<file path="src/rtl/sensor_regs_pkg.sv">
// Shared constants, types and lookup table for the sensor register bank
package sensor_regs_pkg;

   localparam int  REG_W       = 8;
   localparam int  TRIM_W      = 6;
   localparam int  FILT_W      = 2;
   localparam int  FACTOR_W    = 16;

   // Register offsets
   localparam logic [7:0] OFS_DIODE_IDEALITY_TRIM = 8'h27;
   localparam logic [7:0] OFS_AVERAGING_CONTROL   = 8'h40;
   localparam logic [7:0] OFS_PRODUCT_CODE        = 8'hfd;
   localparam logic [7:0] OFS_MAKER_CODE          = 8'hfe;
   localparam logic [7:0] OFS_DIE_REVISION        = 8'hff;

   // Reset values and unmapped read value
   localparam logic [5:0] TRIM_RESET    = 6'h12;
   localparam logic [1:0] FILT_RESET    = 2'h0;
   localparam logic [7:0] UNMAPPED_READ = 8'h00;

   // Filter field encodings
   localparam logic [1:0] FILT_CODE_OFF = 2'h0;
   localparam logic [1:0] FILT_CODE_L2  = 2'h3;

   // Bus framing
   localparam logic [3:0] BYTE_BITS = 4'h8;
   localparam int         ADDR_W    = 7;

   // Trim lookup range and model offset (factor in units of 0.0001)
   localparam logic [5:0]  TRIM_CODE_MIN = 6'h08;
   localparam logic [5:0]  TRIM_CODE_MAX = 6'h37;
   localparam logic [15:0] BJT_OFFSET    = 16'h0050;
   localparam int          LUT_DEPTH     = 48;

   localparam logic [15:0] DIODE_FACTOR [0:LUT_DEPTH-1] = '{
      16'h26dd, 16'h26ea, 16'h26f7, 16'h2704, 16'h2711, 16'h271e, 16'h272b, 16'h2738,
      16'h2745, 16'h2752, 16'h2760, 16'h276d, 16'h277a, 16'h2787, 16'h2795, 16'h27a2,
      16'h27af, 16'h27bc, 16'h27c9, 16'h27d8, 16'h27e4, 16'h27f2, 16'h27ff, 16'h280d,
      16'h281b, 16'h2828, 16'h2835, 16'h2842, 16'h284f, 16'h285c, 16'h2869, 16'h2876,
      16'h2883, 16'h2890, 16'h289d, 16'h28aa, 16'h28b7, 16'h28c4, 16'h28d1, 16'h28de,
      16'h28eb, 16'h28f8, 16'h2905, 16'h2912, 16'h291f, 16'h292c, 16'h2939, 16'h2946
   };

   typedef enum logic [1:0] {
      FILT_OFF,
      FILT_LEVEL1,
      FILT_LEVEL2
   } filt_level_e;

   typedef struct packed {
      logic [TRIM_W-1:0] trim;
      filt_level_e       level;
   } ext_cfg_s;

   typedef enum logic [3:0] {
      ST_IDLE,
      ST_ADDR,
      ST_ADDR_ACK,
      ST_CMD,
      ST_CMD_ACK,
      ST_WDATA,
      ST_WDATA_ACK,
      ST_RDATA,
      ST_RACK,
      ST_HOLD
   } bus_state_e;

endpackage

</file>
<file path="src/rtl/sensor_regs.sv">
// Bus-side register bank for external diode trim, averaging and identity
// Overview of operation
// Trim register holds six-bit ideality code in low bits for external channel.
// Trim register bits 7 and 6 always read zero.
// Trim code resets to 12h.
// Diode model maps codes 08h..37h to factors 0.9949..1.0566.
// Transistor model maps the same codes to 0.9869..1.0486, 12h gives 1.0000.
// Host should program trim 15h for 45 nm substrate transistors.
// Averaging control applies only to the external diode channel results.
// Filter field 00 off, 01 and 10 level one, 11 level two.
// Averaging control resets to 00h; bits 7 to 2 read zero.
// Read-only register FDh returns a fixed product code.
// Read-only register FEh returns a fixed maker code.
// Read-only register FFh returns a fixed die revision code.
// Writes to the three identity registers are ignored.
module sensor_regs #(
   parameter logic [6:0] SLAVE_ADDR   = 7'h4c,
   parameter logic [7:0] PRODUCT_CODE   = 8'ha5,  // Arbitrary value
   parameter logic [7:0] MAKER_ID     = 8'h3c,  // Arbitrary value
   parameter logic [7:0] REVISION_ID  = 8'h01   // Arbitrary value
) (
   input  wire logic                                 clock,
   input  wire logic                                 srst,
   input  wire logic                                 smclk_in,
   input  wire logic                                 smdata_in,
   output      logic                                 smdata_out,
   output      logic                                 smdata_oe,
   output      sensor_regs_pkg::ext_cfg_s            ext_cfg,
   output      logic [sensor_regs_pkg::FILT_W-1:0]   filt_field,
   output      logic [sensor_regs_pkg::FACTOR_W-1:0] diode_factor,
   output      logic [sensor_regs_pkg::FACTOR_W-1:0] bjt_factor
);

   logic [1:0]                  pins_s;
   logic                        scl_s;
   logic                        sda_s;
   logic                        scl_d_r;
   logic                        sda_d_r;
   logic                        scl_rise;
   logic                        scl_fall;
   logic                        start_cond;
   logic                        stop_cond;

   sensor_regs_pkg::bus_state_e state_r;
   sensor_regs_pkg::bus_state_e state_nxt;
   logic [3:0]                  cnt_r;
   logic [3:0]                  cnt_nxt;
   logic [7:0]                  shift_r;
   logic [7:0]                  shift_nxt;
   logic [7:0]                  ptr_r;
   logic [7:0]                  ptr_nxt;
   logic                        rw_r;
   logic                        rw_nxt;
   logic                        nack_r;
   logic                        nack_nxt;
   logic                        oe_r;
   logic                        oe_nxt;
   sensor_regs_pkg::ext_cfg_s   cfg_r;
   sensor_regs_pkg::ext_cfg_s   cfg_nxt;
   logic [1:0]                  filt_r;
   logic [1:0]                  filt_nxt;
   logic [7:0]                  rd_val;

   // Filter field to averaging level
   function automatic sensor_regs_pkg::filt_level_e filt_decode(input logic [1:0] f);
      if (f == sensor_regs_pkg::FILT_CODE_OFF)
         return sensor_regs_pkg::FILT_OFF;
      else if (f == sensor_regs_pkg::FILT_CODE_L2)
         return sensor_regs_pkg::FILT_LEVEL2;
      else
         return sensor_regs_pkg::FILT_LEVEL1;
   endfunction

   // Read data for a register pointer
   function automatic logic [7:0] rd_byte(input logic [7:0] p,
                                          input logic [5:0] trim,
                                          input logic [1:0] filt);
      if (p == sensor_regs_pkg::OFS_DIODE_IDEALITY_TRIM)
         return {2'h0, trim};
      else if (p == sensor_regs_pkg::OFS_AVERAGING_CONTROL)
         return {6'h00, filt};
      else if (p == sensor_regs_pkg::OFS_PRODUCT_CODE)
         return PRODUCT_CODE;
      else if (p == sensor_regs_pkg::OFS_MAKER_CODE)
         return MAKER_ID;
      else if (p == sensor_regs_pkg::OFS_DIE_REVISION)
         return REVISION_ID;
      else
         return sensor_regs_pkg::UNMAPPED_READ;
   endfunction

   pin_sync #(
      .WIDTH (2)
   ) u_pin_sync (
      .clock (clock),
      .srst  (srst),
      .pin   ({smclk_in, smdata_in}),
      .level (pins_s)
   );

   ideality_lut u_ideality_lut (
      .trim_code          (cfg_r.trim),
      .clock              (clock),
      .srst               (srst),
      .diode_factor       (diode_factor),
      .bjt_factor         (bjt_factor)
   );

   // Line events from synchronised levels
   always_comb
   begin
      scl_s      = pins_s[1];
      sda_s      = pins_s[0];
      scl_rise   = scl_s & ~scl_d_r;
      scl_fall   = ~scl_s & scl_d_r;
      start_cond = scl_s & scl_d_r & sda_d_r & ~sda_s;
      stop_cond  = scl_s & scl_d_r & ~sda_d_r & sda_s;
      rd_val     = rd_byte(ptr_r, cfg_r.trim, filt_r);
   end

   always_ff @(posedge clock)
   begin
      if (srst)
      begin
         scl_d_r <= 1'b1;
         sda_d_r <= 1'b1;
      end
      else
      begin
         scl_d_r <= scl_s;
         sda_d_r <= sda_s;
      end
   end

   // Protocol engine and register writes
   always_comb
   begin
      state_nxt = state_r;
      cnt_nxt   = cnt_r;
      shift_nxt = shift_r;
      ptr_nxt   = ptr_r;
      rw_nxt    = rw_r;
      nack_nxt  = nack_r;
      oe_nxt    = oe_r;
      cfg_nxt   = cfg_r;
      filt_nxt  = filt_r;
      if (start_cond)
      begin
         state_nxt = sensor_regs_pkg::ST_ADDR;
         cnt_nxt   = '0;
         oe_nxt    = 1'b0;
      end
      else if (stop_cond)
      begin
         state_nxt = sensor_regs_pkg::ST_IDLE;
         oe_nxt    = 1'b0;
      end
      else
      begin
         case (state_r)
            sensor_regs_pkg::ST_ADDR,
            sensor_regs_pkg::ST_CMD,
            sensor_regs_pkg::ST_WDATA:
            begin
               if (scl_rise && cnt_r != sensor_regs_pkg::BYTE_BITS)
               begin
                  shift_nxt = {shift_r[6:0], sda_s};
                  cnt_nxt   = cnt_r + 4'h1;
               end
               else if (scl_fall && cnt_r == sensor_regs_pkg::BYTE_BITS)
               begin
                  cnt_nxt = '0;
                  if (state_r == sensor_regs_pkg::ST_ADDR)
                  begin
                     if (shift_r[7:1] == SLAVE_ADDR)
                     begin
                        rw_nxt    = shift_r[0];
                        oe_nxt    = 1'b1;
                        state_nxt = sensor_regs_pkg::ST_ADDR_ACK;
                     end
                     else
                        state_nxt = sensor_regs_pkg::ST_HOLD;
                  end
                  else if (state_r == sensor_regs_pkg::ST_CMD)
                  begin
                     ptr_nxt   = shift_r;
                     oe_nxt    = 1'b1;
                     state_nxt = sensor_regs_pkg::ST_CMD_ACK;
                  end
                  else
                  begin
                     if (ptr_r == sensor_regs_pkg::OFS_DIODE_IDEALITY_TRIM)
                        cfg_nxt.trim = shift_r[5:0];
                     else if (ptr_r == sensor_regs_pkg::OFS_AVERAGING_CONTROL)
                        filt_nxt = shift_r[1:0];
                     // Identity and unmapped offsets drop the data  // R13
                     oe_nxt    = 1'b1;
                     state_nxt = sensor_regs_pkg::ST_WDATA_ACK;
                  end
               end
            end
            sensor_regs_pkg::ST_ADDR_ACK:
            begin
               if (scl_fall)
               begin
                  if (rw_r)
                  begin
                     shift_nxt = rd_val;
                     cnt_nxt   = 4'h1;
                     oe_nxt    = ~rd_val[7];
                     state_nxt = sensor_regs_pkg::ST_RDATA;
                  end
                  else
                  begin
                     oe_nxt    = 1'b0;
                     state_nxt = sensor_regs_pkg::ST_CMD;
                  end
               end
            end
            sensor_regs_pkg::ST_CMD_ACK:
            begin
               if (scl_fall)
               begin
                  oe_nxt    = 1'b0;
                  state_nxt = sensor_regs_pkg::ST_WDATA;
               end
            end
            sensor_regs_pkg::ST_WDATA_ACK:
            begin
               if (scl_fall)
               begin
                  oe_nxt    = 1'b0;
                  state_nxt = sensor_regs_pkg::ST_HOLD;
               end
            end
            sensor_regs_pkg::ST_RDATA:
            begin
               if (scl_fall)
               begin
                  if (cnt_r == sensor_regs_pkg::BYTE_BITS)
                  begin
                     oe_nxt    = 1'b0;
                     state_nxt = sensor_regs_pkg::ST_RACK;
                  end
                  else
                  begin
                     shift_nxt = {shift_r[6:0], 1'b0};
                     oe_nxt    = ~shift_r[6];
                     cnt_nxt   = cnt_r + 4'h1;
                  end
               end
            end
            sensor_regs_pkg::ST_RACK:
            begin
               if (scl_rise)
                  nack_nxt = sda_s;
               else if (scl_fall)
               begin
                  if (nack_r)
                     state_nxt = sensor_regs_pkg::ST_HOLD;
                  else
                  begin
                     // Master ack repeats the same register
                     shift_nxt = rd_val;
                     cnt_nxt   = 4'h1;
                     oe_nxt    = ~rd_val[7];
                     state_nxt = sensor_regs_pkg::ST_RDATA;
                  end
               end
            end
            default:
            begin
               oe_nxt = 1'b0;
            end
         endcase
      end
      cfg_nxt.level = filt_decode(filt_nxt);
   end

   always_ff @(posedge clock)
   begin
      if (srst)
      begin
         state_r    <= sensor_regs_pkg::ST_IDLE;
         cnt_r      <= '0;
         shift_r    <= '0;
         ptr_r      <= '0;
         rw_r       <= 1'b0;
         nack_r     <= 1'b0;
         oe_r       <= 1'b0;
         cfg_r.trim <= sensor_regs_pkg::TRIM_RESET;
         cfg_r.level <= sensor_regs_pkg::FILT_OFF;
         filt_r     <= sensor_regs_pkg::FILT_RESET;
         smdata_out <= 1'b0;
      end
      else
      begin
         state_r    <= state_nxt;
         cnt_r      <= cnt_nxt;
         shift_r    <= shift_nxt;
         ptr_r      <= ptr_nxt;
         rw_r       <= rw_nxt;
         nack_r     <= nack_nxt;
         oe_r       <= oe_nxt;
         cfg_r      <= cfg_nxt;
         filt_r     <= filt_nxt;
         smdata_out <= 1'b0;
      end
   end

   // Open-drain data: only ever pulls low
   always_comb
   begin
      smdata_oe  = oe_r;
      ext_cfg    = cfg_r;
      filt_field = filt_r;
   end

endmodule // sensor_regs

</file>
<file path="src/rtl/pin_sync.sv">
// Two-flop synchroniser for asynchronous pin inputs
module pin_sync #(
   parameter int WIDTH = 2
) (
   input  wire logic             clock,
   input  wire logic             srst,
   input  wire logic [WIDTH-1:0] pin,
   output      logic [WIDTH-1:0] level
);

   logic [WIDTH-1:0] meta_r;
   logic [WIDTH-1:0] meta_nxt;
   logic [WIDTH-1:0] level_nxt;

   always_comb
   begin
      meta_nxt  = pin;
      level_nxt = meta_r;
   end

   // Idle bus lines float high
   always_ff @(posedge clock)
   begin
      if (srst)
      begin
         meta_r <= '1;
         level  <= '1;
      end
      else
      begin
         meta_r <= meta_nxt;
         level  <= level_nxt;
      end
   end

endmodule // pin_sync

</file>
<file path="src/rtl/ideality_lut.sv">
// Registered lookup of ideality factor for both sensor models
module ideality_lut (
   input  wire logic [sensor_regs_pkg::TRIM_W-1:0]   trim_code,
   input  wire logic                                 clock,
   input  wire logic                                 srst,
   output      logic [sensor_regs_pkg::FACTOR_W-1:0] diode_factor,
   output      logic [sensor_regs_pkg::FACTOR_W-1:0] bjt_factor
);

   logic [5:0]  code_c;
   logic [5:0]  idx;
   logic [15:0] diode_nxt;
   logic [15:0] bjt_nxt;

   // Codes outside the table clamp to its ends
   always_comb
   begin
      code_c = trim_code;
      if (code_c < sensor_regs_pkg::TRIM_CODE_MIN)
         code_c = sensor_regs_pkg::TRIM_CODE_MIN;
      else if (code_c > sensor_regs_pkg::TRIM_CODE_MAX)
         code_c = sensor_regs_pkg::TRIM_CODE_MAX;
      idx       = code_c - sensor_regs_pkg::TRIM_CODE_MIN;
      diode_nxt = sensor_regs_pkg::DIODE_FACTOR[idx];
      bjt_nxt   = diode_nxt - sensor_regs_pkg::BJT_OFFSET;
   end

   always_ff @(posedge clock)
   begin
      if (srst)
      begin
         diode_factor <= '0;
         bjt_factor   <= '0;
      end
      else
      begin
         diode_factor <= diode_nxt;
         bjt_factor   <= bjt_nxt;
      end
   end

endmodule // ideality_lut

</file>
<file path="config.mk">
export PLATFORM = sky130hd
export DESIGN_NAME = sensor_regs
export DESIGN_NICKNAME = d
export VERILOG_FILES = /design/src/rtl/sensor_regs_pkg.sv /design/src/rtl/sensor_regs.sv /design/src/rtl/pin_sync.sv /design/src/rtl/ideality_lut.sv
export SDC_FILE = /design/constraint.sdc
export NUM_CORES = 1
export LEC_CHECK = 0
export BUFFER_PORTS_ARGS = -buffer_cell sky130_fd_sc_hd__buf_2
export CAP_MARGIN = 0
export CORE_UTILIZATION = 30
export CTS_CLUSTER_SIZE = 40
export DETAILED_ROUTE_END_ITERATION = 7
export SETUP_SLACK_MARGIN = 0.1
export SYNTH_ARGS = -nofsm -noshare
export SYNTH_HDL_FRONTEND = slang
export SYNTH_SLANG_ARGS = --single-unit
</file>
<file path="constraint.sdc">
create_clock -name clock -period 3.7 [get_ports clock]
set_clock_uncertainty 0.05 [all_clocks]
set_input_delay 0.185 -clock clock [delete_from_list [all_inputs] [get_ports clock]]
set_output_delay 0.185 -clock clock [all_outputs]
set_load 0.01 [all_outputs]
</file>
### After elaboration in Yosys (flattened, before gate mapping)

Memories as Yosys holds them, arrays and structs flattened.
Cells that the tools add are included.

* flip-flop bits (word level): 75
* ROM bits: 1024
* bits of input ports: 4
* output and inout bits: 44
* memories kept: 1

* add/subtract/negate cells: 3
* $lt $le $gt $ge: 3
* equality and inequality tests: 42
* muxes and demuxes: 68
* bitwise gates (word level): 19
* reduce and logical (&&, ||, !) cells: 20

Memory list
* (no name shown): depth 64, bits a word 16, read ports 1, clocked after Yosys merged registers in 0, wr ports 0, line ideality_lut.sv:24 `diode_nxt = sensor_regs_pkg::DIODE_FACTOR[idx];`

Operators by type and width (count)
* two-way mux 8 bit: 11
* two-way mux 4 bit: 21
* inequality test 4 bit (second input constant): 10
* two-way mux 16 bit: 2
* one-hot mux 8 bit (4 select lines): 1
* AND reduction 10 bit: 3
* inequality test 2 bit (second input constant): 13
* == test 8 bit (second input constant): 3
* one-hot mux 4 bit (6 select lines): 1
* two-way mux 2 bit: 11
* two-way mux 6 bit: 3
* == test 4 x 3 -> 1 bit (second input constant): 4
* one-hot mux 4 bit (4 select lines): 1
* subtractor 16 x 7 -> 16 bit (second input constant): 1
* two-way mux 1 bit: 15
* AND reduction 7 bit: 2
* NOT 1 bit: 11
* AND reduction 11 bit: 1
* AND reduction 9 bit: 1
* == test 4 x 2 -> 1 bit (second input constant): 2
* == test 4 bit (second input constant): 2
* == test 8 x 6 -> 1 bit (second input constant): 1
* == test 8 x 7 -> 1 bit (second input constant): 1
* AND reduction 8 bit: 1
* 22 further kinds: 33

### Logic depth before layout (Yosys ltp)

* depth in word-level cells: 12
* depth in mapped cells: 16

### Modules after synthesis

From an unflattened synthesis, not the netlist that was laid out.

* cell total of the unflattened synthesis: 518
* area, all modules: 4355.4 µm²

Modules (own cells, without submodules)
* sensor_regs: instances 1, cells each 281, area an instance 2352.3 µm², seq. area each 780.7 µm²
* ideality_lut: instances 1, cells each 229, area an instance 1898.1 µm², seq. area each 440.4 µm²
* pin_sync: instances 1, cells each 8, area an instance 105.1 µm², seq. area each 80.1 µm²

### Worst setup path before layout

Ideal clock, no wire load.

* path type: reg2reg
* from: register cfg_r, in the netlist ext_cfg[5]
* to: register u_ideality_lut.bjt_factor[8] (netlist name)
* data arrival time: 3.427 ns
* data required time: 3.529 ns
* setup slack: 0.102 ns
* cell stages (with the launch flop): 17
* path buffers: 3
* period minus slack after synthesis: 3.598 ns
* path through: dfxtp_1 > buf_2 > buf_2 > buf_2 > a21oi_1 > nor2_1 > a21oi_1 > inv_1 > ha_1 > nor2b_1 > o311ai_1 > o31a_1 > mux2i_1 > a21bo_2 > ha_1 > o21ai_0 > mux2_2

* cells in the longest elaborated chain, start to end: 9
* elaborated cells on any way between the ends: 10
* those cells by class: add/sub: 2; order compare: 2; mux: 4; bitwise: 1; memory: 1

RTL lines
* start: declaration: line sensor_regs.sv:58 `sensor_regs_pkg::ext_cfg_s cfg_r;`
* start signal: assignment: line sensor_regs.sv:305 `cfg_r <= cfg_nxt;`
* greater-than comparator 6 bit: line ideality_lut.sv:21 `else if (code_c > sensor_regs_pkg::TRIM_CODE_MAX)`
* two-way mux 6 bit: line ideality_lut.sv:21
* two-way mux 6 bit (*): line ideality_lut.sv:19 `if (code_c < sensor_regs_pkg::TRIM_CODE_MIN)`
* subtractor 6 x 4 -> 6 bit (*): line ideality_lut.sv:23 `idx = code_c - sensor_regs_pkg::TRIM_CODE_MIN;`
* NOT 6 -> 7 bit (not written as such) (*): line ideality_lut.sv:24
* memory (64 x 16 bit) (*)
* two-way mux 16 bit (not written as such) (*) (2 in a row): line ideality_lut.sv:24
* subtractor 16 x 7 -> 16 bit (*): line ideality_lut.sv:25 `bjt_nxt = diode_nxt - sensor_regs_pkg::BJT_OFFSET;`
* end signal: assignment: line ideality_lut.sv:38 `bjt_factor <= bjt_nxt;`
* end: declaration: line ideality_lut.sv:7 `output logic [sensor_regs_pkg::FACTOR_W-1:0] bjt_factor`

Mark *: on every way between the ends. The rest lies on a longest branch, timed or not. The select of a mux whose other input is x is not followed.
A chain may end at the register's enable or synchronous reset.

### Worst setup path in the final report

* from: register cfg_r, in the netlist ext_cfg[6]
* to: register u_ideality_lut.bjt_factor[8] (netlist name)

Same word-level chain as after synthesis.

==> metrics.yaml <==
powerDensity_nw_per_um2: 330
synth_area_um2: 4110
ys_warn_count: 0
drc: 0
ys.flop_type: "dfxtp_1"
pwr-share-comb: 0.037
ys_async_sr_fraction: 0
final_cell_mix: "65 x dfxtp_1, 56 x nor2_1, 50 x a21oi_1"
final_common_cell: "dfxtp_1"
min_path_cells: 2
required_ns: 3.86
slew_headroom: 0.342
r2r_cells: 12
vias_per_cell: 5.38
ys_seq_elements: 65
min_path_type: "input port to flip-flop"
wire_per_inst_um: 15.7
synth_seq_area_share: 0.317
clockRootBuffer: "clkbuf_16"
setup_viol: 0
arrival_ns: 3.53
clkPwrFrac: 0.501
syn_inst: 521
area_growth_pct: 14.8
fin_ws_ns: 0.328
critPathMaxFanout: 8
grt_overflow: 0
synth-edff-count: 0
ios: 48
fin_nets: 564
status: "completed"
end_kind: "flip-flop"
io_buffers: 41
synthDistinctLibCells: 80
dr.pass1.iters: 5
drt-total-wl_mm: 11.4
reg2reg_slack_ns: 0.33
ir_drop_v: 0.000245
dieArea_um2: 14200
worstSetupPathType: "flip-flop to flip-flop"
grt_first_pass_wirelength_mm: 18.9
final.period_utilization: 0.911
cts_buffers: 9
place.gp.congestion: 0.900
clk_path_buf_depth: 2
core_area_um2: 13300
path_clk_slew_ns: 0.06
dr_total_vias: 3927
first_global_vias: 3730
grt_max_degree: 33
pwr-share-seq: 0.462
dr.first_iter.drc_count: 296
maxCapViolations: 0
maxSlewViolCount: 0
hold_viol_final: 0
slowest_stage: "dfxtp_1"
cts_tree: "yes"
p_switching_w: 0.000354
h-tree-depth: 3
antennaDiodeCount: 0
antenna_left: 0
tightest_slew_ns: 0.986
layout-drive-gt1-share: 0.173
hpwl_mm: 8.28
die_y_um: 119
crit_path_frequent_cell: "ha_1"
initial_utilization: 0.309
die_w_um: 119
worstPathCellList: "or2_1 -> a21oi_1 -> inv_1 -> ha_1 -> buf_4 -> mux2i_1 -> nor3_1 -> o31ai_1 -> a21bo_2 -> ha_1 -> o21ai_0 -> mux2_2"
postSynthAreaPerCell_um2: 7.89
cts.sinks: 65
antenna_found_initial: 0
switching_share: 0.227
setup-tns-final_ns: 0
finalCriticalPeriod_ns: 3.37
place_ws_ns: 0.375
rsz0062_at_grt: "false"
track_usage: 0.166
p_leak_nw: 1.79
startpoint_type: "flip-flop"
rows: 42
internal_power_w: 0.00120
max_freq_ghz: 0.297
cp_slowest_stage_delay_ns: 0.38
clk_latency_ns: 0.33
==> registers in the layout (all words and copies together), names as in the netlist <==
signal	flops
ptr_r	8
u_pin_sync.level_nxt	2
sda_d_r	1
cnt_r	4
shift_r	8
smdata_oe	1
state_r	4
u_pin_sync.level	2
rw_r	1
filt_field	2
ext_cfg	8
scl_d_r	1
u_ideality_lut.diode_factor	12
u_ideality_lut.bjt_factor	10
nack_r	1
==> critical path, delay by kind of cell (launching register included) <==
family | cells | cell delay, ns
simple gates | 2 | 0.42
compound gates | 4 | 1.04
mux | 2 | 0.53
flops | 1 | 0.38
buf+inv | 2 | 0.31
fa+ha+maj | 2 | 0.54
==> cell families after synthesis <==
logic type | count (synthesis) | synth area share
compound gates | 155 | 0.264
buf+inv | 69 | 0.0816
other cells | 1 | 0.000912
xor+xnor | 9 | 0.0192
mux | 19 | 0.0490
flops | 65 | 0.317
simple gates | 192 | 0.235
fa+ha+maj | 11 | 0.0335
==> layer usage <==
| layer | GRT usage | part of all wire |
|---|---|---|
| met1 | 0.199 | 0.43 |
| met2 | 0.287 | 0.49 |
| met3 | 0.0302 | 0.052 |
| met4 | 0.0712 | 0.030 |
| met5 | 0 | 0 |
==> power by group through the flow <==
| stage | registers [W] | logic [W] | clock network (W) |
|---|---|---|---|
| after floorplan | 0.000733 | 0.0000416 | 0 |
| after global placement | 0.000733 | 0.0000554 | 0 |
| after detailed placement | 0.000733 | 0.0000549 | 0 |
| after CTS | 0.000718 | 0.0000569 | 0.000801 |
| after global routing | 0.000719 | 0.0000625 | 0.000830 |
| final | 0.000718 | 0.0000571 | 0.000779 |
==> layout make-up <==
type / instances / area (um2)
clock buffers: 11 / 243
clock inverters: 5 / 31.3
fillers: 1377 / 8580
inverters: 22 / 82.6
multi-input cells: 393 / 2500
flip-flops and latches: 65 / 1300
well taps: 176 / 220
repair buffers: 58 / 338
==> path summary, 6_finish.rpt <==
check,start,endpoint
worst max register to register,ext_cfg[6]$_SDFFE_PP1P_,u_ideality_lut.bjt_factor[8]$_SDFF_PP0_
worst min register to register,u_pin_sync.level_nxt[1]$_SDFF_PP1_,u_pin_sync.level[1]$_SDFF_PP1_
worst max-delay path,ext_cfg[6]$_SDFFE_PP1P_,u_ideality_lut.bjt_factor[8]$_SDFF_PP0_
worst min-delay path,srst,u_ideality_lut.bjt_factor[5]$_SDFF_PP0_
==> through the flow <==
| stage | total power (W) | util | cells | hold slack [ns] | cell area [um2] |
|---|---|---|---|---|---|
| 5_1_grt | 0.00161 | 0.355 | 730 | 0.214 | 4720 |
| 4_1_cts | 0.00158 | 0.354 | 730 | 0.193 | 4710 |
| 2_1_floorplan | 0.000775 | - | 527 | 0.216 | 4130 |
| 6_report | 0.00155 | 0.355 | 730 | 0.209 | 4720 |
| 3_3_place_gp | 0.000789 | 0.332 | 712 | 0.322 | 4420 |
| 3_5_place_dp | 0.000788 | 0.332 | 712 | 0.321 | 4420 |
==> cells in the mapped netlist (all sizes together), types with 8 or more instances <==
cell type	instances	area, um2
a211oi	12	90.1
a21oi	51	259
and2	8	50.1
buf	32	196
clkbuf	15	56.3
dfxtp	65	1300
ha	11	138
inv	22	82.6
mux2i	13	130
nand2	40	150
nand2b	10	62.6
nand3	17	85.1
nor2	56	210
nor2b	13	81.3
nor3	13	70.1
o21ai	21	105
or2	11	68.8
==> repair_timing <==
action | in CTS | in global routing
endpoints found under the hold margin | 2 | 0
hold buffers | 2 | 0
gates resized for setup | 0 | 1
buffers inserted | 0 | 0
endpoints found under the setup margin | 0 | 1
Power figures use the tool's default switching activity.
